==> src/hw/bridge_defines.svh <==
// Constants for the serial-to-DRAM bridge: offsets, field positions, resets and timing.
`ifndef BRIDGE_DEFINES_SVH
`define BRIDGE_DEFINES_SVH

// Address widths and last row numbers.
`define ADDR_W              22
`define ROW_W               11
`define ROW_1M_W            10
`define ROW_1M_LAST         11'h3ff
`define ROW_4M_LAST         11'h7ff

// APB register map.
`define PADDR_W             12
`define CTRL_OFFSET         12'h000
`define STATUS_OFFSET       12'h004
`define CTRL_RESET          32'h0000_0001
`define CTRL_REFRESH_EN_BIT 0
`define STATUS_BUSY_BIT     24
`define STATUS_REFPEND_BIT  25
`define STATUS_ACCPEND_BIT  26
`define STATUS_MODE4M_BIT   27

// Refresh timing, counted in oscillator periods.
`define OSC_FREQ_KHZ        8000
`define REFRESH_PERIOD_NS   15000
`define REFRESH_OSC_TICKS   ((`REFRESH_PERIOD_NS * `OSC_FREQ_KHZ) / 1000000)
`define REF_TICK_W          8

// DRAM strobe timing in ns, turned into pclk cycles rounded up.
`define PCLK_PERIOD_NS      50
`define RAS_TO_CAS_NS       100
`define CAS_PULSE_NS        200
`define REF_RAS_NS          150
`define PRECHARGE_NS        100
`define NS_TO_CYC(ns)       (((ns) + `PCLK_PERIOD_NS - 1) / `PCLK_PERIOD_NS)
`define TIMER_W             3

`endif

==> src/hw/bridge_pkg.sv <==
// Types shared by the serial-to-DRAM bridge.
package bridge_pkg;

   typedef enum logic [2:0] {
      ST_IDLE,
      ST_ACC_ROW,
      ST_ACC_RAS,
      ST_ACC_CAS,
      ST_REF_ROW,
      ST_REF_RAS,
      ST_PRECHARGE
   } state_t;

   typedef struct packed {
      logic       osc;
      logic       ser_data;
      logic       ser_clk_n;
      logic       load_n;
      logic       acc_clk_n;
      logic       wr_n;
      logic       wdata;
      logic       rdata;
      logic       size4m;
      logic       bank_hi;
      logic       bank_lo;
      logic       bank_le_n;
      logic [3:0] cs_n;
   } pin_in_t;

   typedef struct packed {
      logic       ras_n;
      logic [3:0] cas_n;
      logic       we_n;
   } dram_ctrl_t;

endpackage

==> src/hw/pin_sync.sv <==
// Two-flop synchroniser for a group of pin inputs.
module pin_sync #(
   parameter int WIDTH = 1
) (
   // Clock and reset
   input  wire logic             clk,
   input  wire logic             rst_n,
   // Data
   input  wire logic [WIDTH-1:0] async_in,
   output logic      [WIDTH-1:0] sync_out
);

   logic [WIDTH-1:0] meta_reg;

   always_ff @(posedge clk or negedge rst_n)
   begin
      // Strobe pins idle high, so a high reset value shows no false fall at release.
      if (!rst_n)
      begin
         meta_reg <= '1;
         sync_out <= '1;
      end
      else
      begin
         meta_reg <= async_in;
         sync_out <= meta_reg;
      end
   end

endmodule // pin_sync

==> src/hw/serial_to_dram_bridge.sv <==
// Serial-address to DRAM bridge with built-in RAS-only refresh and an APB control port.
`include "bridge_defines.svh"

module serial_to_dram_bridge (
   // APB slave
   input  wire logic                 pclk,
   input  wire logic                 presetn,
   input  wire logic                 psel,
   input  wire logic                 penable,
   input  wire logic                 pwrite,
   input  wire logic [`PADDR_W-1:0]  paddr,
   input  wire logic [31:0]          pwdata,
   output logic      [31:0]          prdata,
   output logic                      pready,
   output logic                      pslverr,
   // Controller serial interface
   input  wire logic                 serial_addr_in,
   input  wire logic                 serial_addr_clk_n,
   input  wire logic                 addr_load_strobe_n,
   input  wire logic                 access_clk_n,
   input  wire logic                 access_write_n,
   input  wire logic                 ctrl_data_in,
   output logic                      read_data_out,
   // Configuration pins and oscillator input
   input  wire logic                 mem_size_sel,
   input  wire logic                 bank_sel_lo,
   input  wire logic                 bank_sel_hi,
   input  wire logic                 bank_latch_en_n,
   input  wire logic                 chip_sel1_n,
   input  wire logic                 chip_sel2_n,
   input  wire logic                 chip_sel3_n,
   input  wire logic                 chip_sel4_n,
   input  wire logic                 osc_in,
   // DRAM side
   output logic      [`ROW_W-1:0]    mem_addr_out,
   output logic                      row_strobe_n,
   output logic                      col_strobe1_n,
   output logic                      col_strobe2_n,
   output logic                      col_strobe3_n,
   output logic                      col_strobe4_n,
   output logic                      mem_write_en_n,
   output logic                      mem_write_data_out,
   input  wire logic                 mem_read_data_in
);

   localparam logic [`TIMER_W-1:0] RCD_CYC =
      `TIMER_W'(`NS_TO_CYC(`RAS_TO_CAS_NS));
   localparam logic [`TIMER_W-1:0] CAS_CYC =
      `TIMER_W'(`NS_TO_CYC(`CAS_PULSE_NS));
   localparam logic [`TIMER_W-1:0] REF_CYC =
      `TIMER_W'(`NS_TO_CYC(`REF_RAS_NS));
   localparam logic [`TIMER_W-1:0] PRE_CYC =
      `TIMER_W'(`NS_TO_CYC(`PRECHARGE_NS));
   localparam logic [`REF_TICK_W-1:0] REF_TICK_LAST =
      `REF_TICK_W'(`REFRESH_OSC_TICKS - 1);

   bridge_pkg::pin_in_t    pin_raw;
   bridge_pkg::pin_in_t    pin_s;
   bridge_pkg::pin_in_t    pin_prev_reg;
   bridge_pkg::state_t     state_reg;
   bridge_pkg::dram_ctrl_t dram_reg;

   logic [`ADDR_W-1:0]     shift_reg;
   logic [`ADDR_W-1:0]     addr_cnt_reg;
   logic [`ADDR_W-1:0]     acc_addr_reg;
   logic                   acc_write_reg;
   logic                   acc_pend_reg;
   logic                   ref_pend_reg;
   logic [`ROW_W-1:0]      ref_row_reg;
   logic [`REF_TICK_W-1:0] ref_tick_reg;
   logic [`TIMER_W-1:0]    timer_reg;
   logic [1:0]             bank_reg;
   logic [31:0]            ctrl_reg;
   logic [`ROW_W-1:0]      addr_reg;
   logic                   rdata_reg;
   logic                   wdata_reg;

   logic                   ser_clk_fall;
   logic                   load_fall;
   logic                   acc_fall;
   logic                   osc_rise;
   logic                   acc_take;
   logic                   ref_take;
   logic                   timer_done;
   logic [3:0]             cas_sel;
   logic [`ROW_W-1:0]      acc_row;
   logic [`ROW_W-1:0]      acc_col;
   logic [`ROW_W-1:0]      idle_row;
   logic [`ADDR_W-1:0]     load_value;
   logic                   apb_access;
   logic                   ctrl_hit;
   logic                   status_hit;

   // All non-APB input pins are asynchronous to pclk and pass two flops first.
   assign pin_raw = '{
      osc:       osc_in,
      ser_data:  serial_addr_in,
      ser_clk_n: serial_addr_clk_n,
      load_n:    addr_load_strobe_n,
      acc_clk_n: access_clk_n,
      wr_n:      access_write_n,
      wdata:     ctrl_data_in,
      rdata:     mem_read_data_in,
      size4m:    mem_size_sel,
      bank_hi:   bank_sel_hi,
      bank_lo:   bank_sel_lo,
      bank_le_n: bank_latch_en_n,
      cs_n:      {chip_sel4_n, chip_sel3_n, chip_sel2_n, chip_sel1_n}
   };

   pin_sync #(
      .WIDTH ($bits(bridge_pkg::pin_in_t))
   ) u_pin_sync (
      .clk      (pclk),
      .rst_n    (presetn),
      .async_in (pin_raw),
      .sync_out (pin_s)
   );

   always_ff @(posedge pclk or negedge presetn)
   begin
      if (!presetn)
         pin_prev_reg <= '1;
      else
         pin_prev_reg <= pin_s;
   end

   assign ser_clk_fall = pin_prev_reg.ser_clk_n & ~pin_s.ser_clk_n;
   assign load_fall    = pin_prev_reg.load_n & ~pin_s.load_n;
   assign acc_fall     = pin_prev_reg.acc_clk_n & ~pin_s.acc_clk_n;
   // The 8 MHz input is sampled at 20 MHz, so every edge is still seen.
   assign osc_rise     = ~pin_prev_reg.osc & pin_s.osc;

   always_ff @(posedge pclk or negedge presetn)
   begin
      if (!presetn)
         shift_reg <= '0;
      else if (ser_clk_fall)
         shift_reg <= {shift_reg[`ADDR_W-2:0], pin_s.ser_data};
   end

   assign load_value = pin_s.size4m ? shift_reg :
                       {2'h0, shift_reg[`ADDR_W-3:0]};

   always_ff @(posedge pclk or negedge presetn)
   begin
      if (!presetn)
         addr_cnt_reg <= '0;
      else if (load_fall)
         addr_cnt_reg <= load_value;
      else if (acc_fall)
         addr_cnt_reg <= pin_s.size4m ? addr_cnt_reg + 1'b1 :
                         {2'h0, addr_cnt_reg[`ADDR_W-3:0] + 1'b1};
   end

   always_ff @(posedge pclk or negedge presetn)
   begin
      if (!presetn)
      begin
         acc_addr_reg  <= '0;
         acc_write_reg <= 1'b0;
         wdata_reg     <= 1'b0;
      end
      else if (acc_fall)
      begin
         acc_addr_reg  <= addr_cnt_reg;
         acc_write_reg <= ~pin_s.wr_n;
         wdata_reg     <= pin_s.wdata;
      end
   end

   always_ff @(posedge pclk or negedge presetn)
   begin
      if (!presetn)
         bank_reg <= 2'h0;
      else if (!pin_s.bank_le_n)
         bank_reg <= {pin_s.bank_hi, pin_s.bank_lo};
   end

   always_comb
   begin
      cas_sel = 4'h0;
      if (pin_s.size4m)
      begin
         if (pin_s.cs_n != 4'hf)
         begin
            if (bank_reg == 2'h0)
               cas_sel = 4'h1;
            else if (bank_reg == 2'h1)
               cas_sel = 4'h2;
            else if (bank_reg == 2'h2)
               cas_sel = 4'h4;
            else
               cas_sel = 4'h8;
         end
      end
      else
         cas_sel = ~pin_s.cs_n;
   end

   assign acc_row = pin_s.size4m ? acc_addr_reg[`ADDR_W-1:`ROW_W] :
                    {1'b0, acc_addr_reg[2*`ROW_1M_W-1:`ROW_1M_W]};
   assign acc_col = pin_s.size4m ? acc_addr_reg[`ROW_W-1:0] :
                    {1'b0, acc_addr_reg[`ROW_1M_W-1:0]};
   assign idle_row = pin_s.size4m ? addr_cnt_reg[`ADDR_W-1:`ROW_W] :
                     {1'b0, addr_cnt_reg[2*`ROW_1M_W-1:`ROW_1M_W]};

   always_ff @(posedge pclk or negedge presetn)
   begin
      if (!presetn)
         ref_tick_reg <= '0;
      else if (osc_rise)
         ref_tick_reg <= (ref_tick_reg == REF_TICK_LAST) ? '0 :
                         ref_tick_reg + 1'b1;
   end

   assign timer_done = (timer_reg == '0);
   assign acc_take   = (state_reg == bridge_pkg::ST_IDLE) & acc_pend_reg;
   assign ref_take   = (state_reg == bridge_pkg::ST_IDLE) & ~acc_pend_reg &
                       ref_pend_reg;

   // A new event in the take cycle keeps its request pending.
   always_ff @(posedge pclk or negedge presetn)
   begin
      if (!presetn)
         acc_pend_reg <= 1'b0;
      else if (acc_fall)
         acc_pend_reg <= 1'b1;
      else if (acc_take)
         acc_pend_reg <= 1'b0;
   end

   always_ff @(posedge pclk or negedge presetn)
   begin
      if (!presetn)
         ref_pend_reg <= 1'b0;
      else if (osc_rise && ref_tick_reg == REF_TICK_LAST &&
               ctrl_reg[`CTRL_REFRESH_EN_BIT])
         ref_pend_reg <= 1'b1;
      else if (ref_take)
         ref_pend_reg <= 1'b0;
   end

   always_ff @(posedge pclk or negedge presetn)
   begin
      if (!presetn)
         ref_row_reg <= '0;
      else if (ref_take)
         ref_row_reg <= (ref_row_reg == (pin_s.size4m ? `ROW_4M_LAST :
                         `ROW_1M_LAST)) ? '0 : ref_row_reg + 1'b1;
   end

   // Strobe sequencer; one owner of RAS and CAS at a time.
   always_ff @(posedge pclk or negedge presetn)
   begin
      if (!presetn)
      begin
         state_reg <= bridge_pkg::ST_IDLE;
         dram_reg  <= '1;
         timer_reg <= '0;
         addr_reg  <= '0;
      end
      else
      begin
         if (!timer_done)
            timer_reg <= timer_reg - 1'b1;
         case (state_reg)
            bridge_pkg::ST_IDLE:
            begin
               dram_reg <= '1;
               addr_reg <= idle_row;
               if (acc_take)
               begin
                  state_reg <= bridge_pkg::ST_ACC_ROW;
                  addr_reg  <= acc_row;
               end
               else if (ref_take)
               begin
                  state_reg <= bridge_pkg::ST_REF_ROW;
                  addr_reg  <= ref_row_reg;
               end
            end
            bridge_pkg::ST_ACC_ROW:
            begin
               dram_reg.ras_n <= 1'b0;
               dram_reg.we_n  <= ~acc_write_reg;
               timer_reg      <= RCD_CYC - 1'b1;
               state_reg      <= bridge_pkg::ST_ACC_RAS;
            end
            bridge_pkg::ST_ACC_RAS:
            begin
               addr_reg <= acc_col;
               if (timer_done)
               begin
                  dram_reg.cas_n <= ~cas_sel;
                  timer_reg      <= CAS_CYC - 1'b1;
                  state_reg      <= bridge_pkg::ST_ACC_CAS;
               end
            end
            bridge_pkg::ST_ACC_CAS:
            begin
               if (timer_done)
               begin
                  dram_reg  <= '1;
                  timer_reg <= PRE_CYC - 1'b1;
                  state_reg <= bridge_pkg::ST_PRECHARGE;
               end
            end
            bridge_pkg::ST_REF_ROW:
            begin
               dram_reg.ras_n <= 1'b0;
               dram_reg.cas_n <= 4'hf;
               dram_reg.we_n  <= 1'b1;
               timer_reg      <= REF_CYC - 1'b1;
               state_reg      <= bridge_pkg::ST_REF_RAS;
            end
            bridge_pkg::ST_REF_RAS:
            begin
               if (timer_done)
               begin
                  dram_reg.ras_n <= 1'b1;
                  timer_reg      <= PRE_CYC - 1'b1;
                  state_reg      <= bridge_pkg::ST_PRECHARGE;
               end
            end
            bridge_pkg::ST_PRECHARGE:
            begin
               if (timer_done)
                  state_reg <= bridge_pkg::ST_IDLE;
            end
            default:
               state_reg <= bridge_pkg::ST_IDLE;
         endcase
      end
   end

   // read data captured
   // The pin passes two sync flops, so the last CAS cycle sees data 100 ns in.
   always_ff @(posedge pclk or negedge presetn)
   begin
      if (!presetn)
         rdata_reg <= 1'b0;
      else if (state_reg == bridge_pkg::ST_ACC_CAS && timer_done &&
               !acc_write_reg)
         rdata_reg <= pin_s.rdata;
   end

   assign mem_addr_out       = addr_reg;
   assign row_strobe_n       = dram_reg.ras_n;
   assign col_strobe1_n      = dram_reg.cas_n[0];
   assign col_strobe2_n      = dram_reg.cas_n[1];
   assign col_strobe3_n      = dram_reg.cas_n[2];
   assign col_strobe4_n      = dram_reg.cas_n[3];
   assign mem_write_en_n     = dram_reg.we_n;
   assign mem_write_data_out = wdata_reg;
   assign read_data_out      = rdata_reg;

   // APB slave: zero wait states, unmapped addresses answer with an error.
   assign apb_access = psel & penable;
   assign pready     = 1'b1;

   always_comb
   begin
      ctrl_hit   = 1'b0;
      status_hit = 1'b0;
      if (paddr == `CTRL_OFFSET)
         ctrl_hit = 1'b1;
      else if (paddr == `STATUS_OFFSET)
         status_hit = 1'b1;
   end

   assign pslverr = apb_access & ~ctrl_hit & ~status_hit;

   always_ff @(posedge pclk or negedge presetn)
   begin
      if (!presetn)
         ctrl_reg <= `CTRL_RESET;
      else if (apb_access && pwrite && ctrl_hit)
         ctrl_reg <= {31'h0, pwdata[`CTRL_REFRESH_EN_BIT]};
   end

   always_comb
   begin
      prdata = 32'h0;
      if (ctrl_hit)
         prdata = ctrl_reg;
      else if (status_hit)
      begin
         prdata[`ADDR_W-1:0]          = addr_cnt_reg;
         prdata[`STATUS_BUSY_BIT]     = (state_reg != bridge_pkg::ST_IDLE);
         prdata[`STATUS_REFPEND_BIT]  = ref_pend_reg;
         prdata[`STATUS_ACCPEND_BIT]  = acc_pend_reg;
         prdata[`STATUS_MODE4M_BIT]   = pin_s.size4m;
      end
   end

endmodule // serial_to_dram_bridge

==> config.mk <==
export PLATFORM = sky130hd
export DESIGN_NAME = serial_to_dram_bridge
export DESIGN_NICKNAME = d
export VERILOG_FILES = /design/src/hw/bridge_pkg.sv /design/src/hw/pin_sync.sv /design/src/hw/serial_to_dram_bridge.sv
export VERILOG_INCLUDE_DIRS = /design/src /design/src/hw
export SDC_FILE = /design/constraint.sdc
export NUM_CORES = 1
export LEC_CHECK = 0
export ABC_AREA = 0
export BUFFER_PORTS_ARGS = -buffer_cell sky130_fd_sc_hd__buf_2
export CAP_MARGIN = 20
export CORE_MARGIN = 5
export CORE_UTILIZATION = 51
export DETAILED_ROUTE_END_ITERATION = 10
export PLACE_DENSITY_LB_ADDON = 0.2
export SYNTH_ARGS = -nofsm -noshare
export SYNTH_HDL_FRONTEND = slang
export SYNTH_SLANG_ARGS = --single-unit
==> constraint.sdc <==
create_clock -name pclk -period 2.03 [get_ports pclk]
set_input_delay 0.406 -clock pclk [delete_from_list [all_inputs] [get_ports pclk]]
set_output_delay 0.406 -clock pclk [all_outputs]
set_load 0.05 [all_outputs]
# Word-level counts from Yosys, hierarchy flattened
# Cells that the tools add are included.
# classes
mux	45
n_addsub	5
reduce_logical	26
bitwise_logic	21
eq_ne	18
# op_table
cell	n
$mux W22	6
$mux W11	7
$mux W4	8
$mux W3	8
$add A22 B1 Y22 const B	1
$pmux W11 S2	1
$add A20 B1 Y20 const B	1
$pmux W3 S6	1
$eq A12 B3 Y1 const B	1
$logic_not A12 Y1	1
$pmux W3 S4	1
$pmux W4 S3	1
$add A11 B1 Y11 const B	1
$eq A11 B11 Y1	1
$and A1 B1 Y1	10
$eq A3 B3 Y1 const B	3
$not A1 Y1	9
$reduce_bool A3 Y1	3
$add A8 B1 Y8 const B	1
$eq A8 B7 Y1 const B	1
$mux W1	8
$mux W8	1
$ne A2 B2 Y1 const B	4
$not A4 Y4	2
21 further kinds	34
# word_totals
regBits	152
elab_cells	139
out_inout_bits	53
input_bits	65

# Depth between registers and ports, before layout
# logic_depth
ltp_word	9
depth_mapped	9
ltp_nobuf	9

# Hierarchy
# A second synthesis with hierarchy kept.
# unflattened
hier_cells	717
area_unflattened_um2	7136.8
# modules_own_cells
module	n_inst	cells_per_inst	seq_area_each_um2	area_each_um2
serial_to_dram_bridge	1	685	3016.6	6296.0
pin_sync	1	32	840.8	840.8

# Least setup slack after synthesis
# OpenSTA, ideal clock, no wires.
# synth_timing
path_type	input -> output
start	in paddr[10]
end	out prdata[0]
cell_stages	5
slack_ns	-0.407
arrival_ns	2.031
n_path_buf	1
required_time_ns	1.624
cell_sequence	nor4_1 -> nand2_1 -> nor4_4 -> clkbuf_1 -> nor2b_1
# synth_via
elab_chain_len	5
word_cells_on_any_way	7
cone_classes	eq/ne (1); mux (5); reduce/logical (1)
# synth_lines
item	line_no	text
start: declaration	serial_to_dram_bridge.sv:11	input wire logic [`PADDR_W-1:0] paddr,
$eq A12 B3 Y1 (no line)	n/a	
$mux W1	serial_to_dram_bridge.sv:368	else if (paddr == `STATUS_OFFSET)
$mux W1	serial_to_dram_bridge.sv:366	if (paddr == `CTRL_OFFSET)
$mux W22	serial_to_dram_bridge.sv:387	else if (status_hit)
$mux W22 *	serial_to_dram_bridge.sv:385	if (ctrl_hit)
end: declaration	serial_to_dram_bridge.sv:13	output logic [31:0] prdata,
# Every way passes the cells marked *; elsewhere a longest branch is shown, timed or not.

# Worst setup path after layout
# layout_timing
start	in paddr[4]
end	out prdata[1]
# The elaborated chain is that of the path after synthesis.

==> results.toml <==
[sta]
min_period_ps = 2076
relSlewSlack_pct = 64.67
rsz0062_at_grt = "yes"
finalCritPeriodShare_pct = 102.3
tightest_slew_ps = 529.9
skew_ps = 14.47
setup_viol = 25
finalHoldViolations = 0
hold_ws_ps = 67.75
slew_violations = 0
finalWorstSetupSlack_ps = -45.99
fin_tns_setup_ps = -655.4
fmax_ghz = 0.4817

[synthesis]
async_reset_ff_share_pct = 100.0
ys_dominant_reg_cell = "dfrtp_1"
syn_area_um2 = 6967
ys_seq_area_share_pct = 55.37
yosys_warnings = 0
synth_edf_count = 0
ys_seq_elements = 152
syn_inst = 687
ys_types = 45
avgSynthCellArea_um2 = 10.14

[setup_path]
worst-path-buf-inv = 3
cp_common_cell = "nor4_4"
end_kind = "output pin"
slowest_delay_ps = 240
worstSetupPathType = "input port to output pin"
crit_required_ps = 1620
startpoint_type = "input port"
path_cells = "buf_2, nor4_4, nand2_1, nor4_4, buf_12, and3_1, buf_6"
crit_path_max_fanout = 28
cp_data_arrival_time_ps = 1670
critPathTopFamily = "simple AND/OR/NAND/NOR gates"
crit_slowest_cell = "nor4_4"

[layout]
syn2layout_area_growth_pct = 22.90
fin_nets = 849
stdcell_count = 966
multi_input_area_um2 = 2969
final_common_cell = "nand2_1"
layout_common_cells = "nand2_1 (143), dfrtp_1 (109), o21ai_0 (52)"
fill_cells = 1055
drive_gt1_share_pct = 31.14
register_area_um2 = 3861
n_antenna_cell = 0

[power_and_ir_drop]
power.leakage_uw = 0.003984
p_total_uw = 10420
ir_drop_mv = 0.6782
powerDensity_nw_per_um2 = 1217

[routing]
via_per_inst = 5.469
dr.pass1.iters = 5
drt-initial-drc-count = 442
drt-total-wl_um = 16160
wl_per_cell_um = 16.72
num_vias = 5283
drtAntennaViolNets = 0
drc_errors = 0

[clocking]
cts_root_buf = "clkbuf_16"
cts.clk_slew.worst_paths_ps = 60
insertion_delay_ps = 430
clock_path_buffers = 2
cts_tree = "built"
cts.sinks = 152
cts_buffers = 17
cts_setup_buffers = 0
h-tree-depth = 4

[global_routing]
met2_usage_pct = 32.94
antenna_found_initial = 1
grt_max_degree = 55
track_usage_pct = 20.84
grt_overflow_total = 0
grt_first_pass_wirelength_um = 26720
busiest_layer = "met2"
grt_pass1_vias = 5302
met3_usage_pct = 6.011
met1_usage_pct = 27.88

[status]
violations = "setup timing"
status = "finished, violations left"

[job]
cap_violations = 0

[floorplanning]
rows = 42
die_w_um = 126.9
die_y_um = 126.9
dieArea_um2 = 16100
start_util_pct = 52.40
core_area_um2 = 13300
design.portCount = 118

[placement]
place_inst = 934
portBuffers = 79
place.gp.congestion = 0.9016
pre_cts_ws_ps = -201.3
dpl.hpwl_um = 10990

[hold_path]
hold_path_class = "input port to register"
## Yosys cell counts (all sizes together), types with 6 or more instances
| cell | instances | area share, % |
|---|---|---|
| a31oi | 14 | 1.3 |
| nor3 | 6 | 0.50 |
| nand3 | 16 | 1.2 |
| dfrtp | 109 | 39 |
| inv | 8 | 0.43 |
| dfstp | 43 | 16 |
| a21oi | 23 | 1.7 |
| ha | 6 | 1.1 |
| mux2 | 29 | 4.7 |
| buf | 13 | 1.1 |
| nor2 | 40 | 2.2 |
| clkbuf | 34 | 1.8 |
| o21ai | 52 | 3.7 |
| and3 | 31 | 2.8 |
| xor2 | 23 | 2.9 |
| nand2 | 143 | 7.7 |
| nor4 | 7 | 1.3 |
| xnor2 | 12 | 1.5 |
| mux2i | 22 | 3.2 |
| nand4 | 15 | 1.4 |
| nor2b | 10 | 0.90 |
## repair_timing
action,4_1_cts,5_1_grt
endpoints found under the setup margin,26,27
gates resized for setup,60,5
endpoints found under the hold margin,31,0
pin swaps,1,0
hold buffers,1,0
## routing by layer
| layer | wire [µm] | vias up |
|---|---|---|
| li1 | - | 2528 |
| met1 | 7311 | 2612 |
| met2 | 7927 | 117 |
| met3 | 621 | 24 |
| met4 | 280 | 2 |
| met5 | 13 | - |
## report_power, final
| part | internal [µW] | switching (µW) | total, µW |
|---|---|---|---|
| Combinational | 1100 | 1980 | 3080 |
| Sequential | 3770 | 546 | 4320 |
| Clock | 1750 | 1270 | 3030 |
| Total | 6630 | 3800 | 10400 |
## worst register-to-register path: cells and delay by family, from the launching register on
kind | cells | cell delay [ps]
fa+ha+maj | 1 | 170
simple gates | 3 | 710
flops | 1 | 390
mux | 1 | 350
buf+inv | 2 | 170
## kinds of logic after synthesis
family                     Yosys count  share of synthesized area, %
and+or+nand+nor                    282                         19.43
other                                2                        0.1078
buffers and inverters               55                         3.412
xor gates and xnor gates            35                         4.400
adders and majority gates            6                         1.078
DFF                                152                         55.37
muxes                               51                         7.848
AOI/OAI and AO/OA                  104                         8.351
## per-stage QoR
step / util, % / instance area, µm²
floorplan: - / 7023
global placement: 58.25 / 7745
detailed placement: 58.25 / 7745
CTS: 64.20 / 8536
global route: 64.40 / 8562
finish: 64.40 / 8562
## path summary, 6_finish.rpt
path / start / end / slack [ps] / cells past startpoint
setup / recovery: paddr[4] / prdata[1] / -50 / 7
hold / removal: chip_sel2_n / u_pin_sync.meta_reg[1]$_DFF_PN1_ / 70 / 1
setup reg to reg: timer_reg[1]$_DFF_PN0_ / read_data_out$_DFFE_PN0P_ / 120 / 7
hold reg to reg: u_pin_sync.meta_reg[10]$_DFF_PN1_ / u_pin_sync.sync_out[10]$_DFF_PN1_ / 350 / 0
max in group asynchronous: presetn / pin_prev_reg[13]$_DFF_PN1_ / 830 / 3
min in group asynchronous: presetn / ref_row_reg[3]$_DFFE_PN0P_ / 520 / 2
## final cells by class
| class | count | area share, % |
|---|---|---|
| flip-flops and latches | 152 | 45.10 |
| clock buffers | 21 | 5.758 |
| multi-input cells | 485 | 34.68 |
| clock inverters | 10 | 0.9206 |
| well taps | 176 | 2.572 |
| inverters | 8 | 0.3507 |
| repair buffers | 114 | 10.62 |
Note: power is estimated with default switching activity, not from simulation.
